===== config.mk =====
export PLATFORM = sky130hd
export DESIGN_NAME = rsp_slave
export DESIGN_NICKNAME = d
export VERILOG_FILES = /design/src/rsp_slave.v
export VERILOG_INCLUDE_DIRS = /design/src /design/src/src
export SDC_FILE = /design/constraint.sdc
export NUM_CORES = 1
export LEC_CHECK = 0
export BUFFER_PORTS_ARGS = -buffer_cell sky130_fd_sc_hd__buf_2
export CELL_PAD_IN_SITES_DETAIL_PLACEMENT = 0
export CELL_PAD_IN_SITES_GLOBAL_PLACEMENT = 1
export CORE_MARGIN = 2
export CORE_UTILIZATION = 45
export CTS_CLUSTER_SIZE = 24
export DETAILED_ROUTE_END_ITERATION = 8
export GPL_TIMING_DRIVEN = 0
export PLACE_DENSITY_LB_ADDON = 0.25
export SLEW_MARGIN = 15
export SYNTH_ARGS = -nofsm -noshare
export SYNTH_HDL_FRONTEND = slang
export SYNTH_SLANG_ARGS = --single-unit

===== constraint.sdc =====
create_clock -name clock -period 17.3 [get_ports clock]
set_clock_uncertainty 0.05 [all_clocks]
set_input_delay 1.73 -clock clock [delete_from_list [all_inputs] [get_ports clock]]
set_output_delay 1.73 -clock clock [all_outputs]
set_load 0.005 [all_outputs]

===== src/rsp_defs.vh =====
// Shared constants for the relay SCADA slave protocol engine
`ifndef RSP_DEFS_VH
`define RSP_DEFS_VH

// Link function codes delivered by the frame parser
`define RSP_LF_RESET_CU 3'h0
`define RSP_LF_RESET_FCB 3'h1
`define RSP_LF_USER_DATA 3'h2
`define RSP_LF_POLL_C1 3'h3
`define RSP_LF_POLL_C2 3'h4

// Application unit types
`define RSP_TYP_TTM 8'h01
`define RSP_TYP_MEAS_TT 8'h04
`define RSP_TYP_GI_START 8'h07
`define RSP_TYP_GI_END 8'h08
`define RSP_TYP_MEAS2 8'h09
`define RSP_TYP_GEN_CMD 8'h14

// Causes of transmission
`define RSP_COT_SPONT 8'h01
`define RSP_COT_CYCLIC 8'h02
`define RSP_COT_GI 8'h09
`define RSP_COT_GI_END 8'h0a
`define RSP_COT_CMD_ACK 8'h14
`define RSP_COT_CMD_NAK 8'h15

// Function and information numbers
`define RSP_FUN_MAIN 8'hb0
`define RSP_FUN_GLB 8'hff
`define RSP_INF_GI_END 8'h00
`define RSP_INF_LED_RESET 8'h13
`define RSP_INF_MEAS 8'h94
`define RSP_INF_FAULT_HV 8'h8d
`define RSP_INF_FAULT_LV 8'h8e
`define RSP_INF_FAULT_DIFF 8'h8f

// Frame constants
`define RSP_ACK_CHAR 8'he5
`define RSP_VSQ_ONE 8'h81
`define RSP_VSQ_MEAS 8'h02
`define RSP_ADDR_BCAST 8'hff
`define RSP_ADDR_NONE 8'h00
`define RSP_MAX_APDU 8'hfd
`define RSP_LEN_ACK 4'h1
`define RSP_LEN_EVT 4'h8
`define RSP_LEN_MEAS 4'ha
`define RSP_DCO_ON 2'h2

// Bit rates and clock
`define RSP_CLK_HZ 40000000
`define RSP_BAUD_9600 9600
`define RSP_BAUD_19200 19200
`define RSP_BAUD_57600 57600

// Measurand scaling: input in thousandths of rated, 2400 maps to 4096
`define RSP_MEAS_FULL 4096
`define RSP_SCALE_MUL 16'h6d3b
`define RSP_SCALE_SHIFT 14

`endif


===== src/rsp_slave.v =====
// Controlled-station protocol engine: commands, events, polls, framing
`include "rsp_defs.vh"

module rsp_slave #(
  parameter QDEPTH = 8,
  parameter QAW = 3,
  parameter NIND = 11,
  parameter [7:0] MAX_APDU = `RSP_MAX_APDU
) (
  input wire clock, // System clock, 40 MHz
  input wire srst, // Synchronous reset, active high
  input wire ce, // Clock enable, freezes all state when low
  input wire [7:0] station_addr, // Own link address, 1..254
  input wire [1:0] baud_sel, // 0: 9600, 1: 19200, 2: 57600
  output wire [12:0] baud_div, // Clock cycles per bit for the UART
  input wire cmd_valid, // Parsed master frame present
  output wire cmd_ready, // Engine takes the frame
  input wire [2:0] cmd_link_func, // Link function code
  input wire [7:0] cmd_addr, // Link address of the frame
  input wire cmd_fcb, // Frame count bit of the frame
  input wire [7:0] cmd_type, // Unit type of user data
  input wire [7:0] cmd_fun, // Function number of user data
  input wire [7:0] cmd_inf, // Information number of user data
  input wire [1:0] cmd_dco, // Double command state
  input wire [10:0] ind_pins, // Indication inputs, asynchronous
  input wire fault_strobe, // Fault currents valid, one cycle
  input wire [15:0] fault_hv, // HV fault current
  input wire [15:0] fault_lv, // LV fault current
  input wire [15:0] fault_diff, // Differential current
  input wire [15:0] meas_hv, // HV current, thousandths of rated
  input wire [15:0] meas_lv, // LV current, thousandths of rated
  output wire led_reset_pulse, // Command effect, one cycle
  output wire fcb_state, // Internal frame count bit
  output wire [7:0] tx_octet, // Response octet
  output wire tx_last, // Last octet of a frame
  output wire tx_valid, // Octet present
  input wire tx_ready // Transmitter takes the octet
);

  localparam [1:0] K_ACK = 2'h0;
  localparam [1:0] K_EVT = 2'h1;
  localparam [1:0] K_MEAS = 2'h2;
  localparam [1:0] CS_IDLE = 2'h0;
  localparam [1:0] CS_POS = 2'h1;
  localparam [1:0] CS_CHG = 2'h2;
  localparam [1:0] CS_NEG = 2'h3;
  localparam integer D96 = `RSP_CLK_HZ / `RSP_BAUD_9600;
  localparam integer D192 = `RSP_CLK_HZ / `RSP_BAUD_19200;
  localparam integer D576 = `RSP_CLK_HZ / `RSP_BAUD_57600;

  // Indication table: {in scan, double transition, information number}
  function [9:0] ind_info;
    input [3:0] i;
    begin
      case (i)
        4'd0: ind_info = {2'b00, 8'h12};
        4'd1: ind_info = {2'b00, 8'h16};
        4'd2: ind_info = {2'b11, 8'h1b};
        4'd3: ind_info = {2'b11, 8'h1c};
        4'd4: ind_info = {2'b11, 8'h1d};
        4'd5: ind_info = {2'b11, 8'h1e};
        4'd6: ind_info = {2'b11, 8'h24};
        4'd7: ind_info = {2'b11, 8'h26};
        4'd8: ind_info = {2'b11, 8'h7c};
        4'd9: ind_info = {2'b11, 8'h7d};
        default: ind_info = {2'b00, 8'h28};
      endcase
    end
  endfunction

  // Scaled measurand word: value in bits 15..3, overflow in bit 0
  function [15:0] meas_word;
    input [15:0] raw;
    reg [31:0] prod;
    reg [17:0] val;
    begin
      prod = raw * `RSP_SCALE_MUL;
      val = prod[31:`RSP_SCALE_SHIFT];
      if (val >= `RSP_MEAS_FULL)
        meas_word = {13'h0fff, 3'h1};
      else
        meas_word = {val[12:0], 3'h0};
    end
  endfunction

  // Queue entry: {type, cause, function, information, data}
  function [47:0] entry;
    input [7:0] typ;
    input [7:0] cot;
    input [7:0] fun;
    input [7:0] inf;
    input [15:0] dat;
    begin
      entry = {typ, cot, fun, inf, dat};
    end
  endfunction

  ////////////////////////////////////////////////////////////////////////
  // State
  reg [10:0] ind_s1_q, ind_s2_q, ind_prev_q, pend_q;
  reg [47:0] q_mem [0:QDEPTH-1];
  reg [QAW-1:0] q_wp_q, q_rp_q;
  reg [QAW:0] q_cnt_q;
  reg [1:0] cs_q;
  reg ack_pend_q;
  reg [7:0] cfun_q, cinf_q;
  reg [1:0] cdco_q;
  reg gi_act_q;
  reg [3:0] gi_idx_q;
  reg [1:0] flt_q;
  reg [15:0] fhv_q, flv_q, fdf_q;
  reg busy_q;
  reg [1:0] kind_q;
  reg [3:0] idx_q, len_q;
  reg [47:0] frm_q;
  reg [15:0] mhv_q, mlv_q;
  reg [7:0] addr_q;
  reg fcb_q, led_q;
  reg [12:0] baud_q;
  reg [8:0] buf_q [0:1];
  reg buf_wp_q, buf_rp_q;
  reg [1:0] buf_cnt_q;

  ////////////////////////////////////////////////////////////////////////
  // Edge detection and indication tables
  reg [10:0] dt_mask, gi_mask, edge_set, edge_clr;
  reg [9:0] info;
  integer k;
  always @* begin
    for (k = 0; k < NIND; k = k + 1) begin
      info = ind_info(k[3:0]);
      gi_mask[k] = info[9];
      dt_mask[k] = info[8];
    end
    edge_set = (ind_s2_q & ~ind_prev_q) | (~ind_s2_q & ind_prev_q & dt_mask);
  end

  // Lowest pending edge wins; one event per cycle
  reg edge_any;
  reg [3:0] edge_idx;
  integer j;
  // Table lookups for the scan and the edge entries
  wire [9:0] gi_info = ind_info(gi_idx_q);
  wire [9:0] ev_info = ind_info(edge_idx);
  always @* begin
    edge_any = 1'b0;
    edge_idx = 4'h0;
    for (j = NIND - 1; j >= 0; j = j - 1) begin
      if (pend_q[j]) begin
        edge_any = 1'b1;
        edge_idx = j[3:0];
      end
    end
  end

  ////////////////////////////////////////////////////////////////////////
  // Command decode
  wire q_full = (q_cnt_q == QDEPTH);
  wire q_empty = (q_cnt_q == {(QAW+1){1'b0}});
  wire acc = cmd_valid & cmd_ready;
  wire bcast = (cmd_addr == `RSP_ADDR_BCAST);
  wire own = (cmd_addr == station_addr) &&
    (station_addr != `RSP_ADDR_NONE) && (station_addr != `RSP_ADDR_BCAST);
  wire hit = own | bcast;
  wire is_cu = (cmd_link_func == `RSP_LF_RESET_CU);
  wire is_rfcb = (cmd_link_func == `RSP_LF_RESET_FCB);
  wire is_ud = (cmd_link_func == `RSP_LF_USER_DATA);
  wire is_p1 = (cmd_link_func == `RSP_LF_POLL_C1);
  wire is_p2 = (cmd_link_func == `RSP_LF_POLL_C2);
  wire flush = acc & hit & is_cu;
  wire ud = acc & hit & is_ud;
  wire gi_start = ud & (cmd_type == `RSP_TYP_GI_START);
  wire gc = ud & (cmd_type == `RSP_TYP_GEN_CMD);
  wire gc_take = gc & ~ack_pend_q;
  wire gc_ok = (cmd_fun == `RSP_FUN_MAIN) &&
    (cmd_inf == `RSP_INF_LED_RESET) && (cmd_dco == `RSP_DCO_ON);
  wire poll1 = acc & own & is_p1;
  wire poll2 = acc & own & is_p2;
  wire pop = poll1 & ~q_empty;
  wire [47:0] q_head = q_mem[q_rp_q];
  wire head_ack = (q_head[39:32] == `RSP_COT_CMD_ACK) ||
    (q_head[39:32] == `RSP_COT_CMD_NAK);

  ////////////////////////////////////////////////////////////////////////
  // Enqueue arbitration: command, scan, fault, spontaneous edges
  reg enq;
  reg [47:0] enq_d;
  reg [2:0] src;
  always @* begin
    enq = 1'b0;
    enq_d = 48'h0;
    src = 3'h0;
    if (!q_full && !flush) begin
      if (cs_q == CS_POS) begin
        enq = 1'b1;
        enq_d = entry(`RSP_TYP_TTM, `RSP_COT_CMD_ACK, cfun_q, cinf_q,
          {14'h0, cdco_q});
        src = 3'h1;
      end else if (cs_q == CS_NEG) begin
        enq = 1'b1;
        enq_d = entry(`RSP_TYP_TTM, `RSP_COT_CMD_NAK, cfun_q, cinf_q,
          {14'h0, cdco_q});
        src = 3'h1;
      end else if (cs_q == CS_CHG) begin
        enq = 1'b1;
        enq_d = entry(`RSP_TYP_TTM, `RSP_COT_SPONT, cfun_q, cinf_q,
          16'h0002);
        src = 3'h1;
      end else if (gi_act_q) begin
        src = 3'h2;
        if (gi_idx_q == NIND[3:0]) begin
          enq = 1'b1;
          enq_d = entry(`RSP_TYP_GI_END, `RSP_COT_GI_END, `RSP_FUN_GLB,
            `RSP_INF_GI_END, 16'h0);
        end else if (gi_mask[gi_idx_q]) begin
          enq = 1'b1;
          enq_d = entry(`RSP_TYP_TTM, `RSP_COT_GI, `RSP_FUN_MAIN,
            gi_info[7:0],
            ind_s2_q[gi_idx_q] ? 16'h0002 : 16'h0001);
        end
      end else if (flt_q != 2'h0) begin
        enq = 1'b1;
        src = 3'h3;
        case (flt_q)
          2'h1: enq_d = entry(`RSP_TYP_MEAS_TT, `RSP_COT_SPONT,
            `RSP_FUN_MAIN, `RSP_INF_FAULT_HV, fhv_q);
          2'h2: enq_d = entry(`RSP_TYP_MEAS_TT, `RSP_COT_SPONT,
            `RSP_FUN_MAIN, `RSP_INF_FAULT_LV, flv_q);
          default: enq_d = entry(`RSP_TYP_MEAS_TT, `RSP_COT_SPONT,
            `RSP_FUN_MAIN, `RSP_INF_FAULT_DIFF, fdf_q);
        endcase
      end else if (edge_any) begin
        enq = 1'b1;
        src = 3'h4;
        enq_d = entry(`RSP_TYP_TTM, `RSP_COT_SPONT, `RSP_FUN_MAIN,
          ev_info[7:0],
          ind_s2_q[edge_idx] ? 16'h0002 : 16'h0001);
      end
    end
    edge_clr = 11'h0;
    if (src == 3'h4)
      edge_clr[edge_idx] = 1'b1;
  end

  ////////////////////////////////////////////////////////////////////////
  // Frame serializer, octets pushed into the two-entry buffer
  reg [7:0] oct;
  always @* begin
    oct = `RSP_ACK_CHAR;
    if (kind_q == K_EVT) begin
      case (idx_q)
        4'd0: oct = frm_q[47:40];
        4'd1: oct = `RSP_VSQ_ONE;
        4'd2: oct = frm_q[39:32];
        4'd3: oct = addr_q;
        4'd4: oct = frm_q[31:24];
        4'd5: oct = frm_q[23:16];
        4'd6: oct = frm_q[7:0];
        default: oct = frm_q[15:8];
      endcase
    end else if (kind_q == K_MEAS) begin
      case (idx_q)
        4'd0: oct = `RSP_TYP_MEAS2;
        4'd1: oct = `RSP_VSQ_MEAS;
        4'd2: oct = `RSP_COT_CYCLIC;
        4'd3: oct = addr_q;
        4'd4: oct = `RSP_FUN_MAIN;
        4'd5: oct = `RSP_INF_MEAS;
        4'd6: oct = mhv_q[7:0];
        4'd7: oct = mhv_q[15:8];
        4'd8: oct = mlv_q[7:0];
        default: oct = mlv_q[15:8];
      endcase
    end
  end

  // Buffer handshake; ready stalls the serializer and, through busy, the link
  wire buf_in_rdy = (buf_cnt_q != 2'h2);
  wire buf_push = busy_q & buf_in_rdy;
  wire buf_pop = ce & tx_ready & (buf_cnt_q != 2'h0);
  wire oct_last = (idx_q == len_q - 4'h1);
  // Clamp to the configured unit size; all frames here stay far below it
  wire [3:0] evt_len = (MAX_APDU < {4'h0, `RSP_LEN_EVT}) ?
    MAX_APDU[3:0] : `RSP_LEN_EVT;

  ////////////////////////////////////////////////////////////////////////
  // Sequential state
  always @(posedge clock) begin
    if (srst) begin
      ind_s1_q <= 11'h0;
      ind_s2_q <= 11'h0;
      ind_prev_q <= 11'h0;
      pend_q <= 11'h0;
      q_wp_q <= {QAW{1'b0}};
      q_rp_q <= {QAW{1'b0}};
      q_cnt_q <= {(QAW+1){1'b0}};
      cs_q <= CS_IDLE;
      ack_pend_q <= 1'b0;
      cfun_q <= 8'h00;
      cinf_q <= 8'h00;
      cdco_q <= 2'h0;
      gi_act_q <= 1'b0;
      gi_idx_q <= 4'h0;
      flt_q <= 2'h0;
      fhv_q <= 16'h0000;
      flv_q <= 16'h0000;
      fdf_q <= 16'h0000;
      busy_q <= 1'b0;
      kind_q <= K_ACK;
      idx_q <= 4'h0;
      len_q <= 4'h1;
      frm_q <= 48'h0;
      mhv_q <= 16'h0000;
      mlv_q <= 16'h0000;
      addr_q <= 8'h00;
      fcb_q <= 1'b0;
      led_q <= 1'b0;
      baud_q <= D96[12:0];
      buf_wp_q <= 1'b0;
      buf_rp_q <= 1'b0;
      buf_cnt_q <= 2'h0;
    end else if (ce) begin
      // Two-flop synchroniser; only the second stage feeds logic
      ind_s1_q <= ind_pins;
      ind_s2_q <= ind_s1_q;
      ind_prev_q <= ind_s2_q;
      pend_q <= (pend_q & ~edge_clr) | edge_set; // set wins over clear
      led_q <= 1'b0;
      // Unknown selections keep the last valid rate
      case (baud_sel)
        2'h0: baud_q <= D96[12:0];
        2'h1: baud_q <= D192[12:0];
        2'h2: baud_q <= D576[12:0];
        default: baud_q <= baud_q;
      endcase
      // Queue storage
      if (enq)
        q_mem[q_wp_q] <= enq_d;
      if (flush) begin
        q_wp_q <= {QAW{1'b0}};
        q_rp_q <= {QAW{1'b0}};
        q_cnt_q <= {(QAW+1){1'b0}};
      end else begin
        if (enq)
          q_wp_q <= q_wp_q + 1'b1;
        if (pop)
          q_rp_q <= q_rp_q + 1'b1;
        if (enq && !pop)
          q_cnt_q <= q_cnt_q + 1'b1;
        else if (pop && !enq)
          q_cnt_q <= q_cnt_q - 1'b1;
      end
      // Command stages and acknowledgement lock
      if (src == 3'h1)
        cs_q <= (cs_q == CS_POS) ? CS_CHG : CS_IDLE;
      if (pop && head_ack)
        ack_pend_q <= 1'b0;
      if (flush) begin
        cs_q <= CS_IDLE;
        ack_pend_q <= 1'b0;
        gi_act_q <= 1'b0;
      end else if (gc_take) begin
        ack_pend_q <= 1'b1;
        cfun_q <= cmd_fun;
        cinf_q <= cmd_inf;
        cdco_q <= cmd_dco;
        cs_q <= gc_ok ? CS_POS : CS_NEG;
        led_q <= gc_ok;
      end
      // Interrogation scan; a new start restarts it
      if (gi_start) begin
        gi_act_q <= 1'b1;
        gi_idx_q <= 4'h0;
      end else if (src == 3'h2) begin
        if (gi_idx_q == NIND[3:0])
          gi_act_q <= 1'b0;
        gi_idx_q <= gi_idx_q + 4'h1;
      end
      // Fault capture; a strobe during an unsent set is dropped
      if (fault_strobe && flt_q == 2'h0 && !flush) begin
        fhv_q <= fault_hv;
        flv_q <= fault_lv;
        fdf_q <= fault_diff;
        flt_q <= 2'h1;
      end else if (src == 3'h3) begin
        flt_q <= (flt_q == 2'h3) ? 2'h0 : flt_q + 2'h1;
      end
      // Frame count bit tracking
      if (acc && hit && (is_cu || is_rfcb))
        fcb_q <= 1'b0;
      else if (acc && own && (is_p1 || is_p2 || is_ud))
        fcb_q <= cmd_fcb;
      // Response start: broadcasts get no reply
      if (acc && own && !is_p1 && !is_p2 && (is_cu || is_rfcb || is_ud)) begin
        busy_q <= 1'b1;
        kind_q <= K_ACK;
        len_q <= `RSP_LEN_ACK;
        idx_q <= 4'h0;
      end else if (poll1) begin
        busy_q <= 1'b1;
        kind_q <= q_empty ? K_ACK : K_EVT;
        len_q <= q_empty ? `RSP_LEN_ACK : evt_len;
        frm_q <= q_head;
        addr_q <= station_addr;
        idx_q <= 4'h0;
      end else if (poll2) begin
        busy_q <= 1'b1;
        kind_q <= K_MEAS;
        len_q <= `RSP_LEN_MEAS;
        mhv_q <= meas_word(meas_hv);
        mlv_q <= meas_word(meas_lv);
        addr_q <= station_addr;
        idx_q <= 4'h0;
      end else if (buf_push) begin
        idx_q <= idx_q + 4'h1;
        if (oct_last)
          busy_q <= 1'b0;
      end
      // Two-entry buffer keeps octets flowing back to back
      if (buf_push) begin
        buf_q[buf_wp_q] <= {oct_last, oct};
        buf_wp_q <= ~buf_wp_q;
      end
      if (buf_pop)
        buf_rp_q <= ~buf_rp_q;
      if (buf_push && !buf_pop)
        buf_cnt_q <= buf_cnt_q + 2'h1;
      else if (buf_pop && !buf_push)
        buf_cnt_q <= buf_cnt_q - 2'h1;
    end
  end

  ////////////////////////////////////////////////////////////////////////
  // Outputs
  assign cmd_ready = ce & ~srst & ~busy_q;
  assign tx_valid = ce & (buf_cnt_q != 2'h0);
  assign tx_octet = buf_q[buf_rp_q][7:0];
  assign tx_last = buf_q[buf_rp_q][8];
  assign baud_div = baud_q;
  assign fcb_state = fcb_q;
  assign led_reset_pulse = led_q;

endmodule // rsp_slave


==> results.py <==
metrics = {
    "route": {
        "wl_met1_um": 37900,
        "first_pass_iters": 5,
        "vias_per_cell": 5.47,
        "drt_iter0_drc": 1598,
        "wirelength_um": 86500,
        "vias": 22700,
        "remaining_drc_errors": 0,
        "final_antenna_net_count": 0,
        "route.met2.wl_um": 42700,
        "wl_per_cell_um": 20.8,
        "wl_met3_um": 3840,
        "top_layer_used": "met4",
    },
    "sta": {
        "grt_setup_unrepaired": "false",
        "finalSetupTns_ns": 0,
        "hold_slack_ns": 0.403,
        "finalCritPeriodShare_pct": 43.5,
        "setup_viol": 0,
        "period_needed_ns": 7.52,
        "final_hold_viol_count": 0,
        "fmax_mhz": 133,
        "slew_headroom_pct": 23.1,
        "tightestPinTransition_ns": 1.15,
        "slew_violations": 0,
        "fin_ws_ns": 9.78,
    },
    "logic_synthesis": {
        "syn_inst": 2888,
        "synth-seq-cells": 558,
        "yosys_warnings": 0,
        "async_reset_ff_share_pct": 0,
        "synth_edf_count": 322,
        "synth.distinct_cells": 91,
        "synth_area_um2": 33100,
        "syn_avg_cell_area_um2": 11.5,
        "ys.flop_type": "edfxtp_1",
        "yosysTopAreaCellShare_pct": 29.2,
        "yosys-top-cells-area": "edfxtp_1, dfxtp_1, fa_1, ha_1, mux4_2",
        "yosysTopAreaCell": "edfxtp_1",
        "seq_area_frac_synth_pct": 43.5,
    },
    "global_routing": {
        "grt_max_degree": 25,
        "grt_overflow": 0,
        "grt_pass1_vias": 23400,
        "grt_pass1_wl_um": 135000,
        "antenna_found_initial": 2,
        "grt.total_usage_pct": 23.3,
    },
    "floorplan": {
        "die_y_um": 275,
        "dieArea_um2": 75700,
        "fp.coreArea_um2": 72800,
        "num_io_pins": 171,
        "chipWidth_um": 275,
        "start_util_pct": 45.4,
        "rows": 99,
    },
    "worst_setup_path": {
        "crit_arrival_ns": 7.98,
        "crit_fanout": 10,
        "crit-reg2reg-launch": "pend_q[2]",
        "startpoint_type": "input pin",
        "path_class": "in2reg",
        "cp_slowest_cell": "fa_1",
        "worst_setup_path_end_kind": "register",
        "crit_top_cell": "fa_1",
        "slowest_delay_ns": 0.57,
        "worst_r2r_endpoint": "q_cnt_q[3]",
        "rr_worst_depth": 14,
        "cp.required_ns": 17.76,
        "worstPathCellList": "buf_2, inv_1, fa_1, inv_1, fa_1, fa_1, fa_1, fa_1, inv_1, fa_1, inv_1, ha_1, nand2_1, nor3_1, o21ai_0, a41oi_1, a21oi_1, nor3_1, o211ai_1, nor3_4, buf_6, a21oi_1",
        "r2r_slack_ns": 13.59,
    },
    "cells_and_area": {
        "drive_above_1_share_pct": 14.8,
        "fill_cells": 6458,
        "multi_input_area_um2": 16900,
        "area.sequential_um2": 14400,
        "syn_to_final_growth_pct": 13.1,
        "nets": 3745,
        "fin_cells": 4156,
    },
    "clock_tree": {
        "cts_hold_buffers": 0,
        "clkTransAtPathRegs_ns": 0.06,
        "clock_latency_ns": 0.67,
        "htree_levels": 2,
        "clk_path_buf_depth": 3,
        "cts_root_buf": "clkbuf_16",
        "tritoncts": "done",
        "postCtsSetupBuffers": 0,
        "clkSinkCount": 558,
        "cts_buffers": 60,
        "cts_resized": 0,
    },
    "outcome": {
        "run_status": "completed",
    },
    "placed_design": {
        "dp_hpwl_um": 68400,
        "dp_cells": 4044,
        "dp_slack_ns": 9.19,
        "gp_congestion": 0.914,
        "io_buffers": 163,
    },
    "hold_path": {
        "worstHoldEndpoint": "fhv_q[5]",
        "hold_depth": 2,
        "holdCritStartpoint": "fhv_q[5]",
        "hp-class": "reg2reg",
    },
    "job": {
        "max_cap_violations": 0,
    },
    "pwr": {
        "powerDensity_nw_per_um2": 154,
        "leakagePower_uw": 0.0151,
        "ir_drop_uv": 176,
    },
}
## sequential cells by signal, summed over array words and instances, names as in the netlist, 4 cells and up, named ones only
signal      cells
addr_q          8
baud_div        5
buf_q          18
cfun_q          8
cinf_q          8
fdf_q          16
fhv_q          16
flv_q          16
frm_q          38
gi_idx_q        4
gi_info         7
idx_q           4
ind_prev_q     11
ind_s1_q       11
ind_s2_q       11
mhv_q          14
mlv_q          14
pend_q         11
q_cnt_q         4
q_mem         304
## cell families after synthesis
logic type                 share of synthesized area [%]
and+or+nand+nor                                     8.59
DFF                                                 43.5
AOI/OAI and AO/OA                                   10.2
buffers and inverters                               5.73
adders and majority gates                           21.6
muxes                                               8.34
xor gates and xnor gates                            1.95
other                                             0.0227
## critical path, delay by kind of cell
family                     cells  cell delay [ns]
and+or+nand+nor                4             1.04
adders and majority gates      7             3.43
AOI/OAI and AO/OA              5             1.20
buffers and inverters          6             0.56
## through the flow
stage / area [um2] / total power [uW] / utilization (%)
after floorplan: 33100 / 3730 / -
final: 37400 / 5750 / 51.4
after CTS: 37400 / 5810 / 51.4
after global routing: 37400 / 6230 / 51.4
after global placement: 35100 / 4510 / 48.2
after detailed placement: 35400 / 4520 / 48.7
## worst max-delay path by stage
stage | from | end | slack, ns | cells past startpoint
2_1_floorplan | station_addr[3] | q_mem[6][0] | 9.91 | 7
5_1_grt | meas_hv[10] | mhv_q[6] | 9.44 | 22
3_3_place_gp | srst | q_mem[6][13] | 5.89 | 8
3_5_place_dp | meas_hv[10] | mhv_q[6] | 9.19 | 22
6_report | meas_hv[10] | mhv_q[6] | 9.78 | 22
4_1_cts | meas_hv[10] | mhv_q[6] | 9.86 | 22
## report_power, final
group	leakage (uW)	switching, uW	internal [uW]
sequential	0.00484	16.7	1460
clock	0.000944	552	714
combinational	0.00935	1820	1180
## cell usage after synthesis, drive strengths merged, types with 35 or more instances
cell type and number:
edfxtp 322, a21oi 212, nand3 35, buf 49, dfxtp 236, fa 199, ha 254, inv 341
o21ai 91, nor2 177, xnor2 46, clkbuf 89, mux2i 84, mux4 78, nand2 241, a211oi 60
## cells in the final DEF (no fill, tap or decap), types with 8 or more instances in the layout
cell type	synthesis	layout
inv_1	340	340
edfxtp_1	322	322
ha_1	254	254
nand2_1	240	240
dfxtp_1	236	236
a21oi_1	211	211
fa_1	199	199
buf_2	25	193
nor2_1	174	173
clkbuf_1	89	104
o21ai_0	87	86
mux2i_1	84	84
mux4_2	78	78
clkbuf_16	0	60
a211oi_1	60	57
xnor2_1	45	45
nand3_1	34	34
buf_4	11	33
a21o_1	30	30
nor3_1	29	27
xor2_1	27	27
a22oi_1	21	21
nand4_1	20	20
a31oi_1	20	20
o211ai_1	15	15
and3_1	14	14
nand2b_1	14	14
mux2_2	13	13
buf_1	10	10
nor2b_1	10	10
a221oi_1	10	10
o21bai_1	9	9
nor4_2	4	8
and2_1	8	8
clkinv_2	0	8
## metal layers
layer / track usage, % / vias to the layer above
li1: - / 10700
met1: 31.5 / 11400
met2: 40.3 / 558
met3: 2.23 / 106
met4: 6.00 / 0
met5: 0 / -
## area by class of cell
type,instances,area share [%]
multi-input cells,1852,45.1
well taps,959,3.21
clock inverters,29,0.879
inverters,342,3.43
diodes,2,0.0134
clock buffers,81,4.36
repair buffers,195,2.91
flip-flops and latches,558,38.5
plain buffers,138,1.64
Note: power is estimated with default switching activity, not from simulation.
